`config.mk`:
```
export PLATFORM = sky130hd
export DESIGN_NAME = iwdec_top
export DESIGN_NICKNAME = d
export VERILOG_FILES = /design/src/rtl/iwdec_pkg.sv /design/src/rtl/iwdec_qphase.sv /design/src/rtl/iwdec_top.sv
export VERILOG_INCLUDE_DIRS = /design/src /design/src/rtl
export SDC_FILE = /design/constraint.sdc
export NUM_CORES = 1
export LEC_CHECK = 0
export BUFFER_PORTS_ARGS = -buffer_cell sky130_fd_sc_hd__buf_2
export CAP_MARGIN = 10
export CORE_ASPECT_RATIO = 1.1
export CORE_MARGIN = 2
export CORE_UTILIZATION = 55
export CTS_BUF_LIST = sky130_fd_sc_hd__clkbuf_8
export DETAILED_ROUTE_END_ITERATION = 12
export PLACE_DENSITY = 0.95
export SYNTH_ARGS = -nofsm -noshare
export SYNTH_HDL_FRONTEND = slang
export SYNTH_SLANG_ARGS = --single-unit
```
`constraint.sdc`:
```
create_clock -name CLOCK -period 3.4 [get_ports CLOCK]
set_input_delay 0.34 -clock CLOCK [delete_from_list [all_inputs] [get_ports CLOCK]]
set_output_delay 0.34 -clock CLOCK [all_outputs]
set_load 0.02 [all_outputs]
```
`src/rtl/iwdec_defs.svh`:
```
// Constants for the instruction word decoder: field positions, format codes and timing
`ifndef IWDEC_DEFS_SVH
`define IWDEC_DEFS_SVH

`define IWDEC_WORD_W        14
`define IWDEC_FILE_W        7
`define IWDEC_BIT_W         3
`define IWDEC_LIT8_W        8
`define IWDEC_LIT11_W       11
`define IWDEC_DATA_W        8
`define IWDEC_OPC6_HI       13
`define IWDEC_OPC6_LO       8
`define IWDEC_OPC4_LO       10
`define IWDEC_OPC3_LO       11
`define IWDEC_DEST_BIT      7
`define IWDEC_BIDX_HI       9
`define IWDEC_BIDX_LO       7
`define IWDEC_FILE_HI       6
`define IWDEC_LIT8_HI       7
`define IWDEC_LIT11_HI      10
`define IWDEC_TOP2_HI       13
`define IWDEC_TOP2_LO       12
`define IWDEC_TOP2_BYTE     2'h0
`define IWDEC_TOP2_BIT      2'h1
`define IWDEC_TOP2_JUMP     2'h2
`define IWDEC_TOP2_LIT      2'h3
`define IWDEC_FILE_MIN      7'h00
`define IWDEC_FILE_MAX      7'h7F
`define IWDEC_CALL_OPC      3'h4
`define IWDEC_JUMP_OPC      3'h5
`define IWDEC_QPHASES       4
`define IWDEC_Q_LAST        2'h3
`define IWDEC_Q_FIRST       2'h0
`define IWDEC_OSC_NS        5

`endif

```
`src/rtl/iwdec_pkg.sv`:
```
// Types shared by the instruction word decoder
package iwdec_pkg;

    typedef enum logic [1:0] {
        IWDEC_FMT_BYTE = 2'b00,
        IWDEC_FMT_BIT  = 2'b01,
        IWDEC_FMT_LIT  = 2'b10,
        IWDEC_FMT_JUMP = 2'b11
    } iwdec_fmt_t;

    typedef struct packed {
        logic        valid;
        iwdec_fmt_t  fmt;
        logic [5:0]  opcode;
        logic        dest_file;
        logic        dest_work;
        logic [2:0]  bit_index;
        logic [7:0]  bit_mask;
        logic [6:0]  file_addr;
        logic [7:0]  literal8;
        logic [10:0] literal11;
        logic        is_call;
        logic        is_jump;
        logic        bubble;
    } iwdec_dec_t;

endpackage : iwdec_pkg

```
`src/rtl/iwdec_qphase.sv`:
```
// Four-phase instruction cycle sequencer
`timescale 1ns/10ps
`include "iwdec_defs.svh"

module iwdec_qphase (
    input  wire logic       clk,
    input  wire logic       rst,
    output logic [1:0]      q_phase,
    output logic            cycle_start,
    output logic            cycle_end
);
    logic [1:0] q_reg;
    logic [1:0] q_next;

    always_comb begin
        q_next = q_reg + 2'h1;
    end

    always_ff @(posedge clk) begin
        if (rst) begin
            q_reg <= `IWDEC_Q_FIRST;
        end else begin
            q_reg <= q_next;
        end
    end

    assign q_phase     = q_reg;
    assign cycle_start = (q_reg == `IWDEC_Q_FIRST);
    assign cycle_end   = (q_reg == `IWDEC_Q_LAST);
endmodule : iwdec_qphase

```
`src/rtl/iwdec_top.sv`:
```
// Instruction word decoder: format split, operand fields and cycle timing
//
// Function
// - Each instruction is one 14-bit word: opcode plus operand fields.
// - Byte format: opcode 13:8, destination bit 7, file address 6:0.
// - Destination zero writes working register; one writes the file register.
// - File address spans 0x00 through 0x7F.
// - Bit format: opcode 13:10, bit index 9:7, file address 6:0.
// - Bit index picks one bit of the 8-bit addressed register.
// - Literal format: opcode 13:8, 8-bit literal 7:0.
// - Call and jump: opcode 13:11, 11-bit target 10:0.
// - One cycle normally; taken test or PC change adds a no-operation cycle.
// - One instruction cycle spans four clock periods.
// - Don't-care opcode bits are passed through unmasked into the decoded opcode.
`timescale 1ns/10ps
`include "iwdec_defs.svh"

module iwdec_top (
    input  wire logic                        CLOCK,
    input  wire logic                        RST,
    input  wire logic [`IWDEC_WORD_W-1:0]    INSTR_WORD,
    input  wire logic                        INSTR_VALID,
    input  wire logic                        BRANCH_TAKEN,
    output iwdec_pkg::iwdec_dec_t            DECODED,
    output logic [1:0]                       Q_PHASE,
    output logic                             CYCLE_END,
    output logic                             FETCH_READY,
    output logic                             NOP_CYCLE
);
    import iwdec_pkg::*;

    // ------------------------------------------------------------
    // Instruction cycle phases
    // ------------------------------------------------------------
    logic [1:0] q_phase;
    logic       cycle_start;
    logic       cycle_end;

    iwdec_qphase u_qphase (
        .clk         (CLOCK),
        .rst         (RST),
        .q_phase     (q_phase),
        .cycle_start (cycle_start),
        .cycle_end   (cycle_end)
    );

    // ------------------------------------------------------------
    // Format classification and field extraction
    // ------------------------------------------------------------
    iwdec_dec_t dec_comb;
    iwdec_fmt_t fmt_comb;
    logic [1:0] top2;
    logic [2:0] opc3;

    always_comb begin
        top2 = INSTR_WORD[`IWDEC_TOP2_HI:`IWDEC_TOP2_LO];
        opc3 = INSTR_WORD[`IWDEC_OPC6_HI:`IWDEC_OPC3_LO];
        // Format first, fields after: decode never depends on operand bits
        case (top2)
            `IWDEC_TOP2_BYTE: fmt_comb = IWDEC_FMT_BYTE;
            `IWDEC_TOP2_BIT:  fmt_comb = IWDEC_FMT_BIT;
            `IWDEC_TOP2_JUMP: fmt_comb = IWDEC_FMT_JUMP;
            `IWDEC_TOP2_LIT:  fmt_comb = IWDEC_FMT_LIT;
            default:          fmt_comb = IWDEC_FMT_BYTE;
        endcase

        dec_comb           = '0;
        dec_comb.valid     = INSTR_VALID;
        dec_comb.fmt       = fmt_comb;
        case (fmt_comb)
            IWDEC_FMT_BYTE: begin
                dec_comb.opcode    = INSTR_WORD[`IWDEC_OPC6_HI:`IWDEC_OPC6_LO];
                dec_comb.file_addr = INSTR_WORD[`IWDEC_FILE_HI:0];
                dec_comb.dest_file = INSTR_WORD[`IWDEC_DEST_BIT];
                dec_comb.dest_work = ~INSTR_WORD[`IWDEC_DEST_BIT];
            end
            IWDEC_FMT_BIT: begin
                dec_comb.opcode    = {2'h0, INSTR_WORD[`IWDEC_OPC6_HI:`IWDEC_OPC4_LO]};
                dec_comb.file_addr = INSTR_WORD[`IWDEC_FILE_HI:0];
                dec_comb.bit_index = INSTR_WORD[`IWDEC_BIDX_HI:`IWDEC_BIDX_LO];
                dec_comb.bit_mask  = 8'h01 << INSTR_WORD[`IWDEC_BIDX_HI:`IWDEC_BIDX_LO];
            end
            IWDEC_FMT_LIT: begin
                // Literal opcodes carry don't-care low bits; downstream masks them
                dec_comb.opcode   = INSTR_WORD[`IWDEC_OPC6_HI:`IWDEC_OPC6_LO];
                dec_comb.literal8 = INSTR_WORD[`IWDEC_LIT8_HI:0];
            end
            IWDEC_FMT_JUMP: begin
                dec_comb.opcode    = {3'h0, opc3};
                dec_comb.literal11 = INSTR_WORD[`IWDEC_LIT11_HI:0];
                // Bit 11 alone separates call from jump; it is never a don't-care
                dec_comb.is_call   = (opc3 == `IWDEC_CALL_OPC);
                dec_comb.is_jump   = (opc3 == `IWDEC_JUMP_OPC);
            end
            default: begin
                dec_comb.opcode = '0;
            end
        endcase
        // Jump format ignores lower fields, so stray bits cannot alter it
        dec_comb.bubble = INSTR_VALID && (fmt_comb == IWDEC_FMT_JUMP);
    end

    // ------------------------------------------------------------
    // Latch decode at cycle start; insert no-operation cycle
    // ------------------------------------------------------------
    iwdec_dec_t dec_reg;
    iwdec_dec_t dec_next;
    logic       nop_reg;
    logic       nop_next;
    logic       pend_reg;
    logic       pend_next;

    always_comb begin
        dec_next  = dec_reg;
        nop_next  = nop_reg;
        pend_next = pend_reg;
        // Taken test or jump marks the following cycle as a bubble
        if (cycle_end && dec_reg.valid && (BRANCH_TAKEN || dec_reg.bubble)) begin
            pend_next = 1'b1;
        end
        if (cycle_start) begin
            if (pend_reg) begin
                dec_next  = '0;
                nop_next  = 1'b1;
                pend_next = 1'b0;
            end else begin
                dec_next = dec_comb;
                nop_next = 1'b0;
            end
        end
    end

    always_ff @(posedge CLOCK) begin
        if (RST) begin
            dec_reg  <= '0;
            nop_reg  <= 1'b0;
            pend_reg <= 1'b0;
        end else begin
            dec_reg  <= dec_next;
            nop_reg  <= nop_next;
            pend_reg <= pend_next;
        end
    end

    assign DECODED     = dec_reg;
    assign Q_PHASE     = q_phase;
    assign CYCLE_END   = cycle_end;
    // Word is sampled only in phase zero and never during a bubble
    assign FETCH_READY = cycle_start && !pend_reg;
    assign NOP_CYCLE   = nop_reg;
endmodule : iwdec_top

```
======== Yosys cells after proc, flatten, opt, wreduce, memory -nomap -nowiden ========
Cells that the tools add are included.
word-level totals
  memories kept ........................... 0
  latch bits .............................. 0
  memory bits (writable) .................. 0
  input port bits ......................... 18
  memory bits (read-only) ................. 0
  output and inout port bits .............. 56
  logic and storage cells ................. 51
  bits in registers ....................... 55
operators by class
  $lt $le $gt $ge ......................... 0
  div/mod/pow operators ................... 0
  reductions and logical operators ........ 11
  $add $sub $neg .......................... 1
  multipliers ............................. 0
  bitwise operators ....................... 1
  equal/unequal tests ..................... 9
  muxes and demuxes ....................... 12
  shift-type cells ........................ 1
operators by type and width
  operator             number
  $mux 51              1
  $pmux 6 s3           1
  $mux 13              1
  $mux 11              1
  $eq 2x2->1 const B   5
  $mux 8               1
  $pmux 2 s4           1
  $shl 1x3->8 const A  1
  $mux 7               1
  $eq 3x3->1 const B   2
  $logic_not 2->1      3
  $eq 2x1->1 const B   2
  $logic_and 1x1->1    4
  $mux 1               4
  $reduce_or 2->1      2
  $add 2x1->2 const B  1
  $mux 2               1
  $logic_not 1->1      1
  $logic_or 1x1->1     1
  $not 1->1            1

======== Longest topological paths before layout ========
  word-level depth ........................ 6
  depth in mapped cells ................... 8

======== Hierarchy ========
From an unflattened synthesis, not the netlist that was laid out.
unflattened totals
  cell total of the unflattened synthesis .. 225
  area, all modules ....................... 2177.1 um^2
modules (own cells, without submodules)
  module        area each (um^2)  cells an instance  seq. area each (um^2)  times used
  iwdec_top     2094.5            217                1041.0                 1
  iwdec_qphase  82.6              8                  40.0                   1

======== Worst setup path after synthesis ========
No wires, ideal clock.
  path type ............................... reg2reg
  start ................................... reg u_qphase.q_reg[0], in the netlist u_qphase.q_phase[0]
  end ..................................... reg dec_reg (netlist bit DECODED[28])
  buffers on the path ..................... 3
  setup slack ............................. 1.805 ns
  period minus slack after synthesis ...... 1.595 ns
  required time ........................... 3.272 ns
  data arrival time ....................... 1.468 ns
  stages on the path, launching flop included .. 9
  setup time .............................. 0.128 ns
  cell sequence ........................... dfxtp_1 -> inv_1 -> ha_1 -> buf_6 -> nor2b_1 -> buf_6 -> buf_6 -> a32oi_1 -> nor2_1
between the ends
  longest elaborated chain between the ends .. 1
RTL lines
  item                       RTL line            RTL
  start: declaration         iwdec_qphase.sv:12  logic [1:0] q_reg;
  start signal: assignment   iwdec_qphase.sv:21  q_reg <= `IWDEC_Q_FIRST;
  start signal: assignment   iwdec_qphase.sv:23  q_reg <= q_next;
  $logic_not 2->1 (no line)  n/a
  end signal: assignment     iwdec_top.sv:139    dec_reg <= dec_next;
  end: declaration           iwdec_top.sv:106    iwdec_dec_t dec_reg;
No other way between the ends.
A chain may end at the register's enable or synchronous reset.

======== Final worst setup path ========
  start ................................... reg u_qphase.q_reg[0], in the netlist u_qphase.q_phase[0]
  end ..................................... out FETCH_READY
between the ends
  longest elaborated chain between the ends .. 2
RTL lines
  item                       RTL line          RTL
  $logic_not 2->1 (no line)  n/a
  $logic_and 1x1->1          iwdec_top.sv:149  assign FETCH_READY = cycle_start && !pend_reg;
  end: declaration           iwdec_top.sv:27   output logic FETCH_READY,
No other way between the ends.

==> results.yml <==
outcome:
  status: "completed"
grt:
  track_usage_pct: 23.4
  grt_pass1_wl_um: 8160
  grt_overflow: 0
  antenna_found_initial: 0
  grt_max_degree: 58
  grt_pass1_vias: 1705
sta:
  rsz0062_at_grt: "no"
  skew_ns: 0.0100
  drv_slew: 0
  slew_headroom_pct: 36.5
  tightest_slew_ns: 0.953
  hold_viol_final: 0
  period_needed_ns: 2.31
  final.setup.tns_ns: 0
  fmax_ghz: 0.432
  period_share_pct: 68.1
  setup_viol: 0
synthesis:
  ys_seq_area_share_pct: 49.8
  synth_top_cell_area_share_pct: 49.8
  synth-edff-count: 0
  synth_nets: 250
  synth_cell_type_count: 35
  syn_area_per_cell_um2: 9.69
  synth_top_family_by_area: "compound AO/OA/AOI/OAI gates"
  synth_mux_area_share_pct: 0
  ys.flop_type: "dfxtp_1"
  synth_seq_cells: 54
  syn-cell-area_um2: 2170
  synthTopCellsByArea: "dfxtp_1, nor2_1, a22oi_2, ha_1, a22oi_1"
  synth_xor_area_share_pct: 0
  yosys_warnings: 0
  async_flop_share_pct: 0
  synth_compound_area_share_pct: 23.1
  yosys.area.top_type: "dfxtp_1"
  syn-instance-count: 224
  synth_fa_ha_area_share_pct: 4.61
  yosys.area_share.simple_pct: 13.8
setup_path:
  path_class: "reg -> out"
  startpoint: "u_qphase.q_phase[0]"
  reg2reg_from: "u_qphase.q_phase[0]"
  crit_end: "FETCH_READY"
  crit_required_ns: 3.06
  worst_path_max_delay_cell: "ha_1"
  cp.depth: 4
  critPathTopFamily: "adder cells"
  path_buf_inv: 2
  timing.rr.end: "DECODED[1]"
  cp.arrival_ns: 1.97
  r2r_setup_slack_ns: 1.26
  path_max_fanout: 17
  start_kind: "flip-flop"
  cp_cell_sequence: "inv_1 -> ha_1 -> nor2b_1 -> buf_2"
  crit_path_end_kind: "output port"
  slowest_delay_ns: 0.52
  worstRegToRegCells: 5
power_and_ir_drop:
  max-vdd-ir-drop_v: 0.000281
  p_leak_nw: 1.15
  cellPowerDensity_nw_per_um2: 490
  finalPower_mw: 1.27
placed_design:
  dpl_cell_area_um2: 2480
  hpwlAfterDp_um: 3530
  place_congestion: 0.813
  io_buffers: 73
cells_and_area:
  largest_register_ffs: 50
  drive_gt1_share_pct: 32.8
  fillers: 286
  nets: 312
  postLayoutCellArea_um2: 2580
  antenna_cells: 0
  area_growth_pct: 19.0
worst_hold_path:
  hold_class: "in -> reg"
detailed_routing:
  drt-initial-drc-count: 144
  finalWirelength_um: 5090
  wire_per_inst_um: 15.1
  vias: 1855
  dr.pass1.iters: 4
  route.detailed.drc: 0
  drtAntennaViolNets: 0
  avgViaCountPerCell: 5.50
clock_tree:
  clock-sinks: 54
  postCtsHoldBufs: 0
  clock-root-buffer: "clkbuf_8"
  h-tree-depth: 2
  clock_path_buffers: 2
  cts_tree: "done"
  post-cts-setup-buffers: 0
  post_cts_resized: 0
  cts_made_buffers: 5
  clk_latency_ns: 0.32
  clkTransAtPathRegs_ns: 0.09
floorplanning:
  die_w_um: 63.9
  core_um2: 3710
  num_rows: 23
  pin_count: 74
  die_height_um: 69.9
  die_area_um2: 4470
  start_util_pct: 58.5
flow_run:
  cap_violations: 0
## routing by layer
layer	vias to the layer above	routed length, um	track usage [%]
li1	914	-	-
met1	868	2210	28.9
met2	64	2490	37.6
met3	9	290	6.28
met4	0	99	11.1
met5	-	0	0
## cells in the mapped netlist (2+ instances only)
cell type and n:
nor2b_1 3, nand3_1 6, inv_1 17, buf_2 7, a221oi_1 2, nand2_1 9, a32oi_1 9, a22oi_2 10
buf_6 5, dfxtp_1 54, or3_1 2, clkbuf_1 5, nor3b_1 2, a22oi_1 13, a21oi_1 11, nor2_1 34
o31ai_1 2, o32ai_1 8, and3b_1 2, ha_1 8
## how the worst min path moves through the flow
| stage | cells past startpoint | slack [ns] | start | endpoint |
|---|---|---|---|---|
| 4_1_cts | 3 | 0.27 | INSTR_VALID | DECODED[0] |
| 6_report | 3 | 0.28 | INSTR_VALID | DECODED[0] |
| 3_3_place_gp | 1 | 0.44 | u_qphase.q_phase[0] | u_qphase.q_phase[0] |
| 5_1_grt | 3 | 0.27 | INSTR_VALID | DECODED[0] |
| 2_1_floorplan | 2 | 0.47 | INSTR_VALID | DECODED[0] |
| 3_5_place_dp | 1 | 0.45 | u_qphase.q_phase[0] | u_qphase.q_phase[0] |
## cells in the final DEF, fill, tap and decap left out, types with 2 or more instances in the layout
master and instances:
buf_2 73, dfxtp_1 54, nor2_1 34, inv_1 17
a22oi_1 13, a21oi_1 11, a22oi_2 10, nand2_1 9
a32oi_1 9, o32ai_1 8, ha_1 8, nand3_1 6
clkbuf_8 6, nor2b_1 3, and3b_1 2, nor3b_1 2
a221oi_1 2, o31ai_1 2, or3_1 2
## through the flow
stage	cells	hold slack (ns)	worst slack, ns	utilization [%]
after floorplan	224	0.469	1.80	-
after global placement	329	0.440	1.43	66.9
after detailed placement	329	0.453	1.35	66.9
after CTS	337	0.269	1.13	69.6
after global routing	337	0.267	0.994	69.6
final	337	0.277	1.09	69.6
## report_power, final
part / total (mW) / internal [mW] / switching [mW]
combinational: 0.210 / 0.0671 / 0.143
sequential: 0.674 / 0.659 / 0.0155
clock: 0.381 / 0.168 / 0.213
total: 1.27 / 0.894 / 0.372
## cells by family after synthesis
group | after synthesis
adder cells (fa/ha/maj) | 8
AND/OR/NAND/NOR | 64
AO/OA/AOI/OAI | 61
flip-flops | 54
buffers and inverters | 37
## area by class of cell
type                    count  area, um^2  area share, %
well taps                  50        62.6           2.42
clock buffers               6        82.6           3.20
repair buffers             74         373           14.4
clock inverters             2        16.3          0.630
flip-flops and latches     54        1080           41.8
inverters                  18        67.6           2.62
multi-input cells         133         901           34.9
## worst register-to-register path: stages (launching register included)
cell and delay (ns):
dfxtp_1 0.35, inv_1 0.08, ha_1 0.52, and3b_1 0.77, nand4_1 0.19, a21oi_1 0.16
No activity file was read; power rests on OpenSTA's default activity.
